File: src/core/adcsq_pkg.sv
// Package of register map, field positions, reset values and timing counts for the ADC control.
// Overview of operation
// - Scan enable set steps through selected positive inputs on mux A; clear, no scan.
// - Fill half flag, split mode only: 1 while filling 08-0F, 0 while 00-07.
// - Interrupt after every Nth sequence, N equals sequences field plus one.
// - Split select set gives two eight-word halves; clear gives one sixteen-word buffer.
// - Alternate set: first sample mux A, then B and A alternate; clear, always A.
// - Clock source bit set selects internal RC clock; clear selects system derived clock.
// - Auto sample phase lasts sample-time field conversion clock periods, 0 to 31.
// - Derived conversion clock period is divider plus one instruction cycles; max 64.
// - Unused bits of both control registers read as zero.
// - Three-bit reference field selects positive and negative references, rails or pins.
package adcsq_pkg;
  // ***************************************************************
  // Register offsets (byte addresses).
  // ***************************************************************
  localparam logic [7:0] ADCSQ_OFS_SEQ = 8'h00;
  localparam logic [7:0] ADCSQ_OFS_TIM = 8'h04;
  localparam logic [7:0] ADCSQ_OFS_STAT = 8'h08;
  localparam logic [7:0] ADCSQ_OFS_MASK = 8'h0C;
  localparam logic [7:0] ADCSQ_OFS_CTRL = 8'h10;
  localparam logic [7:0] ADCSQ_OFS_BUF = 8'h40;
  // ***************************************************************
  // Field positions and write masks.
  // ***************************************************************
  localparam int ADCSQ_B_ALT = 0;
  localparam int ADCSQ_B_SPLIT = 1;
  localparam int ADCSQ_B_SEQUENCES_PER_IRQ_LO = 2;
  localparam int ADCSQ_B_FILL = 7;
  localparam int ADCSQ_B_SCAN = 10;
  localparam int ADCSQ_B_REF_LO = 13;
  localparam int ADCSQ_B_AUTO_SAMPLE_TIME_LO = 8;
  localparam int ADCSQ_B_SRC = 15;
  localparam logic [15:0] ADCSQ_SEQ_WMASK = 16'hE43F;
  localparam logic [15:0] ADCSQ_TIM_WMASK = 16'h9FFF;
  localparam logic [15:0] ADCSQ_SEQ_RST = 16'h0000;
  localparam logic [15:0] ADCSQ_TIM_RST = 16'h0000;
  localparam logic [7:0] ADCSQ_DIV_MAX = 8'h3F;
  // Status bits: conversion interrupt, sequence done.
  localparam int ADCSQ_NEV = 2;
  // Conversion clocks taken by one conversion.
  localparam logic [4:0] ADCSQ_CONV_TADS = 5'h0C;
  // Instruction cycle is two system clocks.
  localparam int ADCSQ_CYC_NS = 50;
  localparam int ADCSQ_CLK_NS = 25;
  localparam logic [1:0] ADCSQ_CYC_CLKS = 2'(ADCSQ_CYC_NS / ADCSQ_CLK_NS);
  typedef enum logic [1:0] {ADCSQ_IDLE, ADCSQ_SAMPLE, ADCSQ_CONVERT} adcsq_state_type;
endpackage

File: src/core/adcsq_clkgen.sv
// Conversion clock enable generator: RC tick or divided instruction cycle.
`timescale 1ns/1ps
module adcsq_clkgen
  import adcsq_pkg::*;
(
  input wire logic hclk,
  input wire logic hresetn,
  input wire logic rc_clk_tick,
  input wire logic source_rc,
  input wire logic [7:0] divider,
  output logic tad_tick
);
  logic rc_s1_q;
  logic rc_s2_q;
  logic rc_s3_q;
  logic [1:0] cyc_q;
  logic [7:0] cnt_q;
  logic [7:0] lim;
  logic cyc_tick;

  // Reserved divider codes clamp to the largest legal one.
  assign lim = (divider > ADCSQ_DIV_MAX) ? ADCSQ_DIV_MAX : divider;
  assign cyc_tick = (cyc_q == ADCSQ_CYC_CLKS - 2'h1);

  // RC tick arrives from another oscillator, so it is synchronised first.
  always_ff @(posedge hclk or negedge hresetn) begin
    if (!hresetn) begin
      rc_s1_q <= 1'b0;
      rc_s2_q <= 1'b0;
      rc_s3_q <= 1'b0;
    end else begin
      rc_s1_q <= rc_clk_tick;
      rc_s2_q <= rc_s1_q;
      rc_s3_q <= rc_s2_q;
    end
  end

  // Instruction cycle prescaler and period divider.
  always_ff @(posedge hclk or negedge hresetn) begin
    if (!hresetn) begin
      cyc_q <= 2'h0;
      cnt_q <= 8'h00;
    end else begin
      cyc_q <= cyc_tick ? 2'h0 : cyc_q + 2'h1;
      if (cyc_tick) begin
        cnt_q <= (cnt_q >= lim) ? 8'h00 : cnt_q + 8'h01;
      end
    end
  end

  // Source select: rising edge of the RC clock, or the divider wrap.
  assign tad_tick = source_rc ? (rc_s2_q & ~rc_s3_q) : (cyc_tick && cnt_q >= lim);
endmodule

File: src/core/adcsq_seq.sv
// Sample and convert sequencer producing the sample phase level, mux choice and done pulses.
`timescale 1ns/1ps
module adcsq_seq
  import adcsq_pkg::*;
(
  input wire logic hclk,
  input wire logic hresetn,
  input wire logic enable,
  input wire logic tad_tick,
  input wire logic [4:0] sample_time,
  input wire logic alternate,
  output logic sampling,
  output logic mux_b_sel,
  output logic seq_done
);
  adcsq_state_type state_q;
  logic [4:0] cnt_q;
  logic mux_b_q;

  // Sample phase for the programmed periods, then a fixed conversion.
  always_ff @(posedge hclk or negedge hresetn) begin
    if (!hresetn) begin
      state_q <= ADCSQ_IDLE;
      cnt_q <= 5'h00;
    end else begin
      case (state_q)
        ADCSQ_IDLE: begin
          if (enable) begin
            state_q <= ADCSQ_SAMPLE;
            cnt_q <= 5'h00;
          end
        end
        ADCSQ_SAMPLE: begin
          // A zero sample time skips straight to conversion.
          if (cnt_q >= sample_time) begin
            state_q <= ADCSQ_CONVERT;
            cnt_q <= 5'h00;
          end else if (tad_tick) begin
            cnt_q <= cnt_q + 5'h01;
          end
        end
        ADCSQ_CONVERT: begin
          if (tad_tick) begin
            if (cnt_q == ADCSQ_CONV_TADS - 5'h01) begin
              state_q <= enable ? ADCSQ_SAMPLE : ADCSQ_IDLE;
              cnt_q <= 5'h00;
            end else begin
              cnt_q <= cnt_q + 5'h01;
            end
          end
        end
        default: state_q <= ADCSQ_IDLE;
      endcase
    end
  end

  assign seq_done = (state_q == ADCSQ_CONVERT) && tad_tick &&
                    (cnt_q == ADCSQ_CONV_TADS - 5'h01);
  assign sampling = (state_q == ADCSQ_SAMPLE);

  // Mux A for the first sample, then B and A alternate.
  always_ff @(posedge hclk or negedge hresetn) begin
    if (!hresetn) begin
      mux_b_q <= 1'b0;
    end else if (!enable || !alternate) begin
      mux_b_q <= 1'b0;
    end else if (seq_done) begin
      mux_b_q <= ~mux_b_q;
    end
  end
  assign mux_b_sel = mux_b_q;
endmodule

File: src/core/adcsq_top.sv
// Top of the ADC sequence and timing control with its AHB-Lite register slave.
//
// The address map and the AHB-Lite slave port were chosen for this implementation.
`timescale 1ns/1ps
module adcsq_top
  import adcsq_pkg::*;
(
  input wire logic hclk,
  input wire logic hresetn,
  input wire logic hsel,
  input wire logic [7:0] haddr,
  input wire logic [1:0] htrans,
  input wire logic hwrite,
  input wire logic [2:0] hsize,
  input wire logic [31:0] hwdata,
  input wire logic hready,
  output logic [31:0] hrdata,
  output logic hreadyout,
  output logic hresp,
  input wire logic rc_clk_tick,
  input wire logic [9:0] conv_result,
  input wire logic [3:0] scan_last,
  output logic [3:0] mux_a_channel,
  output logic mux_b_active,
  output logic sample_active,
  output logic [2:0] reference_select,
  output logic irq
);
  // ***************************************************************
  // Register state.
  // ***************************************************************
  logic [15:0] seq_q;
  logic [15:0] tim_q;
  logic [ADCSQ_NEV-1:0] stat_q;
  logic [ADCSQ_NEV-1:0] mask_q;
  logic on_q;
  logic [9:0] buf_q [0:15];
  logic [3:0] ptr_q;
  logic [3:0] seq_cnt_q;
  logic fill_q;
  logic [3:0] scan_q;
  logic [31:0] rdata_q;

  // Data phase capture.
  logic wr_pend_q;
  logic [7:0] addr_q;
  logic take;
  logic rd_take;

  logic tad_tick;
  logic seq_done;
  logic mux_b;
  logic sampling;
  logic irq_event;
  logic [ADCSQ_NEV-1:0] ev;
  logic [3:0] n_minus1;
  logic start_req;

  // A write that turns the converter on while it is off starts a fresh fill.
  assign start_req = wr_pend_q && (addr_q == ADCSQ_OFS_CTRL) && hwdata[0] && !on_q;

  // Field views.
  logic split_mode;
  logic scan_en;
  assign split_mode = seq_q[ADCSQ_B_SPLIT];
  assign scan_en = seq_q[ADCSQ_B_SCAN];
  assign n_minus1 = seq_q[ADCSQ_B_SEQUENCES_PER_IRQ_LO +: 4];

  // ***************************************************************
  // AHB-Lite slave: zero wait state, always OKAY.
  // ***************************************************************
  assign take = hsel && hready && htrans[1];
  assign rd_take = take && !hwrite;
  assign hreadyout = 1'b1;
  assign hresp = 1'b0;

  // Writes land in the data phase, one cycle after the address phase.
  always_ff @(posedge hclk or negedge hresetn) begin
    if (!hresetn) begin
      wr_pend_q <= 1'b0;
      addr_q <= 8'h00;
    end else begin
      wr_pend_q <= take && hwrite;
      if (take) begin
        addr_q <= haddr;
      end
    end
  end

  // Control registers; unused bits are never stored so they read zero.
  always_ff @(posedge hclk or negedge hresetn) begin
    if (!hresetn) begin
      seq_q <= ADCSQ_SEQ_RST;
      tim_q <= ADCSQ_TIM_RST;
      mask_q <= '0;
      on_q <= 1'b0;
    end else if (wr_pend_q) begin
      case (addr_q)
        ADCSQ_OFS_SEQ: seq_q <= hwdata[15:0] & ADCSQ_SEQ_WMASK;
        ADCSQ_OFS_TIM: tim_q <= hwdata[15:0] & ADCSQ_TIM_WMASK;
        ADCSQ_OFS_MASK: mask_q <= hwdata[ADCSQ_NEV-1:0];
        ADCSQ_OFS_CTRL: on_q <= hwdata[0];
        default: ;
      endcase
    end
  end

  // Read mux, registered so hrdata comes from flip-flops in the data phase.
  always_ff @(posedge hclk or negedge hresetn) begin
    if (!hresetn) begin
      rdata_q <= 32'h0000_0000;
    end else if (rd_take) begin
      rdata_q <= 32'h0000_0000;
      if (haddr >= ADCSQ_OFS_BUF && haddr < ADCSQ_OFS_BUF + 8'h40) begin
        rdata_q <= {22'h000000, buf_q[haddr[5:2]]};
      end else begin
        case (haddr)
          // The fill flag only means something in split mode.
          ADCSQ_OFS_SEQ: rdata_q <= {16'h0000, seq_q[15:8],
                                     fill_q & split_mode, seq_q[6:0]};
          ADCSQ_OFS_TIM: rdata_q <= {16'h0000, tim_q};
          ADCSQ_OFS_STAT: rdata_q <= {30'h00000000, stat_q};
          ADCSQ_OFS_MASK: rdata_q <= {30'h00000000, mask_q};
          ADCSQ_OFS_CTRL: rdata_q <= {31'h00000000, on_q};
          default: rdata_q <= 32'h0000_0000;
        endcase
      end
    end
  end
  assign hrdata = rdata_q;

  // ***************************************************************
  // Timing and sequencing.
  // ***************************************************************
  adcsq_clkgen u_clkgen (
    .hclk(hclk),
    .hresetn(hresetn),
    .rc_clk_tick(rc_clk_tick),
    .source_rc(tim_q[ADCSQ_B_SRC]),
    .divider(tim_q[7:0]),
    .tad_tick(tad_tick)
  );

  adcsq_seq u_seq (
    .hclk(hclk),
    .hresetn(hresetn),
    .enable(on_q),
    .tad_tick(tad_tick),
    .sample_time(tim_q[ADCSQ_B_AUTO_SAMPLE_TIME_LO +: 5]),
    .alternate(seq_q[ADCSQ_B_ALT]),
    .sampling(sampling),
    .mux_b_sel(mux_b),
    .seq_done(seq_done)
  );

  assign mux_b_active = mux_b;
  assign sample_active = sampling;
  assign reference_select = seq_q[ADCSQ_B_REF_LO +: 3];
  assign mux_a_channel = scan_q;

  // ***************************************************************
  // Sequence counting, buffer pointer and scanning.
  // ***************************************************************
  assign irq_event = seq_done && (seq_cnt_q == n_minus1);

  // Count sequences; the Nth one raises the event and restarts the count.
  always_ff @(posedge hclk or negedge hresetn) begin
    if (!hresetn) begin
      seq_cnt_q <= 4'h0;
    end else if (!on_q) begin
      seq_cnt_q <= 4'h0;
    end else if (seq_done) begin
      seq_cnt_q <= irq_event ? 4'h0 : seq_cnt_q + 4'h1;
    end
  end

  // Results fill successive words; the boundary rewinds to the active area.
  // Rewinding only at start keeps a conversion that ends after stop from overwriting word 0.
  always_ff @(posedge hclk or negedge hresetn) begin
    if (!hresetn) begin
      ptr_q <= 4'h0;
      fill_q <= 1'b0;
    end else if (start_req) begin
      ptr_q <= 4'h0;
      fill_q <= 1'b0;
    end else if (seq_done) begin
      if (irq_event) begin
        // Split mode swaps halves so software reads the finished one.
        fill_q <= split_mode ? ~fill_q : 1'b0;
        ptr_q <= (split_mode && !fill_q) ? 4'h8 : 4'h0;
      end else if (split_mode) begin
        ptr_q <= {fill_q, ptr_q[2:0] + 3'h1};
      end else begin
        ptr_q <= ptr_q + 4'h1;
      end
    end
  end

  // Result store written at the end of each conversion.
  always_ff @(posedge hclk) begin
    if (seq_done) begin
      buf_q[ptr_q] <= conv_result;
    end
  end

  // Scanning advances the mux A input on each mux A sample only.
  always_ff @(posedge hclk or negedge hresetn) begin
    if (!hresetn) begin
      scan_q <= 4'h0;
    end else if (!scan_en || !on_q) begin
      scan_q <= 4'h0;
    end else if (seq_done && !mux_b) begin
      scan_q <= (scan_q >= scan_last || irq_event) ? 4'h0 : scan_q + 4'h1;
    end
  end

  // ***************************************************************
  // Interrupt status: sticky, read clears, set beats clear.
  // ***************************************************************
  assign ev = {seq_done, irq_event};
  always_ff @(posedge hclk or negedge hresetn) begin
    if (!hresetn) begin
      stat_q <= '0;
    end else begin
      if (rd_take && haddr == ADCSQ_OFS_STAT) begin
        stat_q <= ev;
      end else begin
        stat_q <= stat_q | ev;
      end
    end
  end
  assign irq = |(stat_q & mask_q);
endmodule

File: config.mk
export PLATFORM = sky130hd
export DESIGN_NAME = adcsq_top
export DESIGN_NICKNAME = d
export VERILOG_FILES = /design/src/core/adcsq_pkg.sv /design/src/core/adcsq_clkgen.sv /design/src/core/adcsq_seq.sv /design/src/core/adcsq_top.sv
export SDC_FILE = /design/constraint.sdc
export NUM_CORES = 1
export LEC_CHECK = 0
export BUFFER_PORTS_ARGS = -buffer_cell sky130_fd_sc_hd__buf_2
export CAP_MARGIN = 20
export CORE_MARGIN = 2
export CORE_UTILIZATION = 40
export DETAILED_ROUTE_END_ITERATION = 12
export HOLD_SLACK_MARGIN = 0.12
export MAX_ROUTING_LAYER = met4
export PLACE_DENSITY = 0.68
export SLEW_MARGIN = 0
export SYNTH_ARGS = -nofsm -noshare
export SYNTH_HDL_FRONTEND = slang
export SYNTH_SLANG_ARGS = --single-unit
File: constraint.sdc
create_clock -name hclk -period 4.36 [get_ports hclk]
set_input_delay 0.872 -clock hclk [delete_from_list [all_inputs] [get_ports hclk]]
set_output_delay 0.872 -clock hclk [all_outputs]
set_load 0.01 [all_outputs]
# --- Word-level counts from Yosys, hierarchy flattened ---
# Memory sizes are Yosys's and may differ from the RTL's.
# Cells that the tools add are included.
totals:
  ram_bits: 160
  reg_bits: 104
  output_inout_bits: 44
  memories: 1
memory_table:
  columns: ["memory", "words", "word_bits", "rd", "rd_clocked_by_memory_dff", "wr", "line", "rtl"]
  rows:
  - ["buf_q", 16, 10, 1, 0, 1, "adcsq_top.sv:37", "logic [9:0] buf_q [0:15];"]
classes:
  muxes: 38
  n_reduce_logical: 40
  add_sub_neg: 7
  bitwise: 7
  n_lt_le_gt_ge: 6
  n_eq_ne: 18
ops:
  columns: ["cell", "n"]
  rows:
  - ["case mux 16 bit (5 select lines)", 1]
  - ["2-to-1 mux 4 bit", 11]
  - ["2-to-1 mux 5 bit", 5]
  - ["== test 8 x 4 -> 1 bit (second input constant)", 3]
  - ["== test 8 x 3 -> 1 bit (second input constant)", 2]
  - ["== test 8 x 5 -> 1 bit (second input constant)", 2]
  - ["logical NOT 8 bit", 2]
  - ["2-to-1 mux 16 bit", 1]
  - ["2-to-1 mux 8 bit", 2]
  - ["logical AND 1 bit", 15]
  - ["case mux 5 bit (3 select lines)", 1]
  - ["adder 4 x 1 -> 4 bit (second input constant)", 3]
  - ["2-to-1 mux 2 bit", 6]
  - ["2-to-1 mux 1 bit", 10]
  - ["AND reduction 2 bit", 5]
  - ["adder 8 x 1 -> 8 bit (second input constant)", 1]
  - [">= comparator 8 x 7 -> 1 bit (second input constant)", 1]
  - [">= comparator 8 bit", 1]
  - ["greater-than comparator 8 x 6 -> 1 bit (second input constant)", 1]
  - ["< comparator 8 bit (second input constant)", 1]
  - ["!= test 2 x 1 -> 1 bit (second input constant)", 4]
  - ["AND reduction 4 bit", 2]
  - ["nonzero test 2 bit", 4]
  - ["logical NOT 1 bit", 6]
  - ["20 further kinds", 26]

# --- Logic depth before layout (Yosys ltp) ---
logic_depth:
  word_depth: 12
  ltp_mapped: 10
  mapped_depth_nobuf: 9

# --- Cells and area by module ---
# A second synthesis with hierarchy kept.
hier_totals:
  cells_unflattened: 763
  hier_area_um2: 11113.2
by_module_without_submodules:
  columns: ["module", "area_per_inst_um2", "seq_area_each_um2", "instances", "cells_per_inst"]
  rows:
  - ["adcsq_top", 9661.8, 6481.2, 1, 613]
  - ["adcsq_clkgen", 769.5, 325.3, 1, 78]
  - ["adcsq_seq", 681.9, 200.2, 1, 72]

# --- Worst setup path before layout ---
# Ideal clock, no wire load.
synth_timing:
  path_kind: "reg2reg"
  start: "register tim_q[7]"
  end: "memory buf_q[0][0] (enable)"
  arrival_ns: 3.060
  synth_period_minus_slack_ns: 3.464
  path_buffers: 1
  path_stages_with_launch: 9
  path_slack_ns: 0.896
  setup_ns: 0.404
  t_required_ns: 3.956
  cell_sequence: "dfrtp_1 -> or3_1 -> ha_1 -> nand2b_1 -> a2111oi_4 -> nor4b_2 -> o311ai_4 -> buf_2 -> nor4_1"
synth_between:
  elab_chain_cells: 9
synth_lines:
  columns: ["item", "line", "rtl"]
  rows:
  - ["start, declared", "adcsq_top.sv:33", "logic [15:0] tim_q;"]
  - ["start signal, assigned", "adcsq_top.sv:100", "ADCSQ_OFS_TIM: tim_q <= hwdata[15:0] & ADCSQ_TIM_WMASK;"]
  - ["greater-than comparator 8 x 6 -> 1 bit", "adcsq_clkgen.sv:22", "assign lim = (divider > ADCSQ_DIV_MAX) ? ADCSQ_DIV_MAX : divider;"]
  - ["2-to-1 mux 8 bit *", "adcsq_clkgen.sv:22", null]
  - [">= comparator 8 bit *", "adcsq_clkgen.sv:52", "assign tad_tick = source_rc ? (rc_s2_q & ~rc_s3_q) : (cyc_tick && cnt_q >= lim);"]
  - ["logical AND 1 bit *", "adcsq_clkgen.sv:52", null]
  - ["2-to-1 mux 1 bit *", "adcsq_clkgen.sv:52", null]
  - ["logical AND 1 bit * (2 in series)", "adcsq_seq.sv:57", "assign seq_done = (state_q == ADCSQ_CONVERT) && tad_tick &&"]
  - ["2-to-1 mux 1 bit *", "adcsq_top.sv:201", "if (seq_done) begin"]
  - ["2-to-1 mux 1 bit (implied by the code) *", "adcsq_top.sv:202", "buf_q[ptr_q] <= conv_result;"]
  - ["end, declared", "adcsq_top.sv:37", null]
# Mark *: on every way between the ends. The rest lies on a longest branch, timed or not.

# --- Worst setup path in the final report ---
layout_timing:
  start: "register tim_q[7]"
  end: "memory buf_q[5][3] (enable)"
# The elaborated chain is that of the path after synthesis.

==> reports/metrics.yaml <==
synth_top_flop_cell: "sky130_fd_sc_hd__edfxtp_1"
total_power_w: 0.00559
critPathBufInv: 0
power.density_cell_area_mw_per_mm2: 443
detail_route.first_pass.iterations: 6
slew_violations: 0
post_dp_hpwl_um: 14900
antenna_violations_before_repair: 3
cts_resized: 0
layout-drive-gt1-share_pct: 28.7
synth.distinct_cells: 65
clock.fmax_mhz: 286
fp.coreArea_sq_mm: 0.0270
pre_cts_ws_ns: 0.873
hold_path_class: "reg -> reg"
cpMaxStageDelayCell: "sky130_fd_sc_hd__and2_1"
setup.worst_path.start: "tim_q[7]"
tightestPinTransition_ns: 0.985
worst-endpoint-arrival_ns: 3.66
hold_path_depth: 0
timing.setup.tns_ns: 0
ctsLongestPathBuffers: 3
setup_viol: 0
post_cts.repair.setup_buffers: 0
post_synth_inst_count: 712
yosysSeqAreaShare_pct: 63.8
routed_via_count: 6306
timing.critical_path.from_type: "flop"
route.antenna.remaining_nets: 0
worst_clock_skew_on_the_final_layout_ns: 0.0140
layout.cell_area.non_filler_sq_mm: 0.0126
drt-initial-drc-count: 473
timing_worst_setup_path_type: "reg -> reg"
placed_area_sq_mm: 0.0118
timing.hold.worst_endpoint: "u_clkgen.rc_s2_q"
tritoncts: "built"
final_net_count: 896
worstSetupEndpointType: "flop"
synth.area.mux_share_pct: 14.2
fp.dieH_um: 170
area_growth_syn_to_layout_pct: 14.8
initial_utilization_pct: 40.7
synth-async-reset-ratio_pct: 35.5
drt-vias-per-instance: 5.42
worst-path-max-fanout: 10
synth_top_family_by_area: "multiplexers"
grt_first_pass_wirelength_um: 36200
cts-htree-levels: 1
number_of_global_route_vias_before_repair: 6255
cp_cell_instances: "or3_1 -> ha_1 -> nand2b_1 -> a2111oi_4 -> nor4b_2 -> o311ai_4 -> nor3b_1 -> and2_1"
postSynthRegisterBits: 248
fp.dieArea_sq_mm: 0.0288
synth_top_area_share_pct: 43.8
timing.critical_path.required_ns: 4.52
remaining_drc_errors: 0
final_wirelength_um: 23300
cp_top_family: "simple AND/OR/NAND/NOR gates"
yosysMostFrequentCell: "sky130_fd_sc_hd__edfxtp_1"
maximum_number_of_pins_on_one_net_before_global_route_repair: 73
rrSetupSlack_ns: 0.87
syn_warnings: 0
hold_start: "u_clkgen.rc_s1_q"
worst_path_largest_cell_delay_ns: 0.64
finalWorstSetupSlack_ns: 0.867
final_period_minus_worst_setup_slack_ns: 3.49
rows: 60
synthAdderAreaFrac_pct: 3.31
period_share_pct: 80.1
grtUsageTotal_pct: 16.9
overflow: 0
avgSynthCellArea_sq_um: 15.4
port_buffers: 70
xor_xnor_share_of_the_synthesized_area_pct: 0.718
clk_pin_slew_ns: 0.06
synth_area_leader_cell: "sky130_fd_sc_hd__edfxtp_1"
synth_compound_gate_area_share_pct: 5.93
synthesis.area_sq_mm: 0.0110
clock_sink_count: 248
rr_startpoint: "tim_q[7]"
p_leak_nw: 4.89
last_weighted_congestion_value_of_the_routability_driven_placer: 0.814
remaining_max_slew_budget_at_the_tightest_pin_pct: 34.4
top_ports: 109
synth_top_cells_by_count: "160 x sky130_fd_sc_hd__edfxtp_1, 88 x sky130_fd_sc_hd__dfrtp_1, 52 x sky130_fd_sc_hd__mux4_2"
cts-buffers-inserted: 25
final-hold-violation-count: 0
synth.top_cells.by_area: "sky130_fd_sc_hd__edfxtp_1 44%, sky130_fd_sc_hd__dfrtp_1 20%, sky130_fd_sc_hd__mux4_2 11%"
insertion_delay_ns: 0.53
timing.reg2reg.worst_path_depth: 8
cts.root.buffer_cell: "sky130_fd_sc_hd__clkbuf_16"
synth_simple_gate_area_share_pct: 8.28
synth_edf_count: 160
run_status: "completed"
cts_hold_buf: 0
vdd_drop_max_v: 0.000319
fp.dieW_um: 170
grt_setup_unrepaired: "false"
drv_cap: 0
post_dr_wirelength_cell_um: 20.0
rr_endpoint: "buf_q[5][3]"
==> report_power, final <==
group	switching, W	internal, W
Combinational	0.000408	0.000317
Clock	0.000883	0.00130
Sequential	0.0000863	0.00259
==> metal layers <==
| metal | share of wire (%) | track usage (%) | vias up | wire length (um) |
|---|---|---|---|---|
| li1 | - | - | 2881 | - |
| met1 | 45 | 23.1 | 3196 | 10400 |
| met2 | 47 | 26.5 | 191 | 10900 |
| met3 | 6.6 | 3.38 | 38 | 1530 |
| met4 | 2.0 | 3.75 | 0 | 458 |
| met5 | 0 | - | - | 0 |
==> flip-flops by register name, summed over array words and instances (netlist names), 4 cells and up <==
signal          cells
buf_q             160
hrdata             16
tim_q              14
seq_q              10
addr_q              8
u_clkgen.cnt_q      8
u_seq.cnt_q         5
mux_a_channel       4
ptr_q               4
seq_cnt_q           4
==> cell usage in the layout (no fill, tap or decap), types with 7 or more instances in the layout <==
cell type                   count
sky130_fd_sc_hd__nor2_1        33
sky130_fd_sc_hd__mux4_2        52
sky130_fd_sc_hd__a21oi_1       13
sky130_fd_sc_hd__edfxtp_1     160
sky130_fd_sc_hd__clkbuf_16     25
sky130_fd_sc_hd__dfrtp_1       88
sky130_fd_sc_hd__o21ai_1        8
sky130_fd_sc_hd__buf_2         69
sky130_fd_sc_hd__nand2_1       50
sky130_fd_sc_hd__xor2_1         7
sky130_fd_sc_hd__mux2_2        33
sky130_fd_sc_hd__o21ai_0       21
sky130_fd_sc_hd__buf_4         24
sky130_fd_sc_hd__nand3_1       20
sky130_fd_sc_hd__nor2b_1        9
sky130_fd_sc_hd__inv_1         28
sky130_fd_sc_hd__ha_1          29
sky130_fd_sc_hd__nand2b_1       9
sky130_fd_sc_hd__conb_1        20
==> how the worst max path moves through the flow <==
stage	end	slack, ns	depth (start not counted)
6_report	buf_q[5][3]	0.87	8
2_1_floorplan	buf_q[0][0]	0.90	8
5_1_grt	buf_q[7][0]	0.71	8
3_5_place_dp	buf_q[5][9]	0.87	8
4_1_cts	buf_q[5][3]	0.88	8
3_3_place_gp	buf_q[5][3]	0.93	8
==> worst reg2reg max path: cells and delay by family (launching register included) <==
kind	cells	cell delay [ns]
simple gates	5	2.15
compound gates	2	0.31
flops	1	0.40
fa+ha+maj	1	0.27
==> logic make-up after synthesis <==
group                    Yosys count
AO/OA/AOI/OAI                     88
XOR/XNOR                           9
adder cells (fa/ha/maj)           29
buffers and inverters             77
flip-flops                       248
multiplexers                      87
other                              2
AND/OR/NAND/NOR                  172
==> through the flow <==
step           util, %  instances  hold WS (ns)
4_1_cts           46.7       1159         0.365
3_5_place_dp      43.6       1115         0.342
3_3_place_gp      43.6       1115         0.350
6_report          46.8       1163         0.363
2_1_floorplan        -        730         0.331
5_1_grt           46.8       1163         0.371
==> layout make-up <==
class	count	area [sq um]
fillers	2331	14300
flip-flops and latches	248	7010
multi-input cells	405	3680
clock buffers	34	699
repair buffers	94	546
well taps	341	427
clock inverters	10	139
inverters	28	105
diodes	3	7.51
No activity file was read; power rests on OpenSTA's default activity.
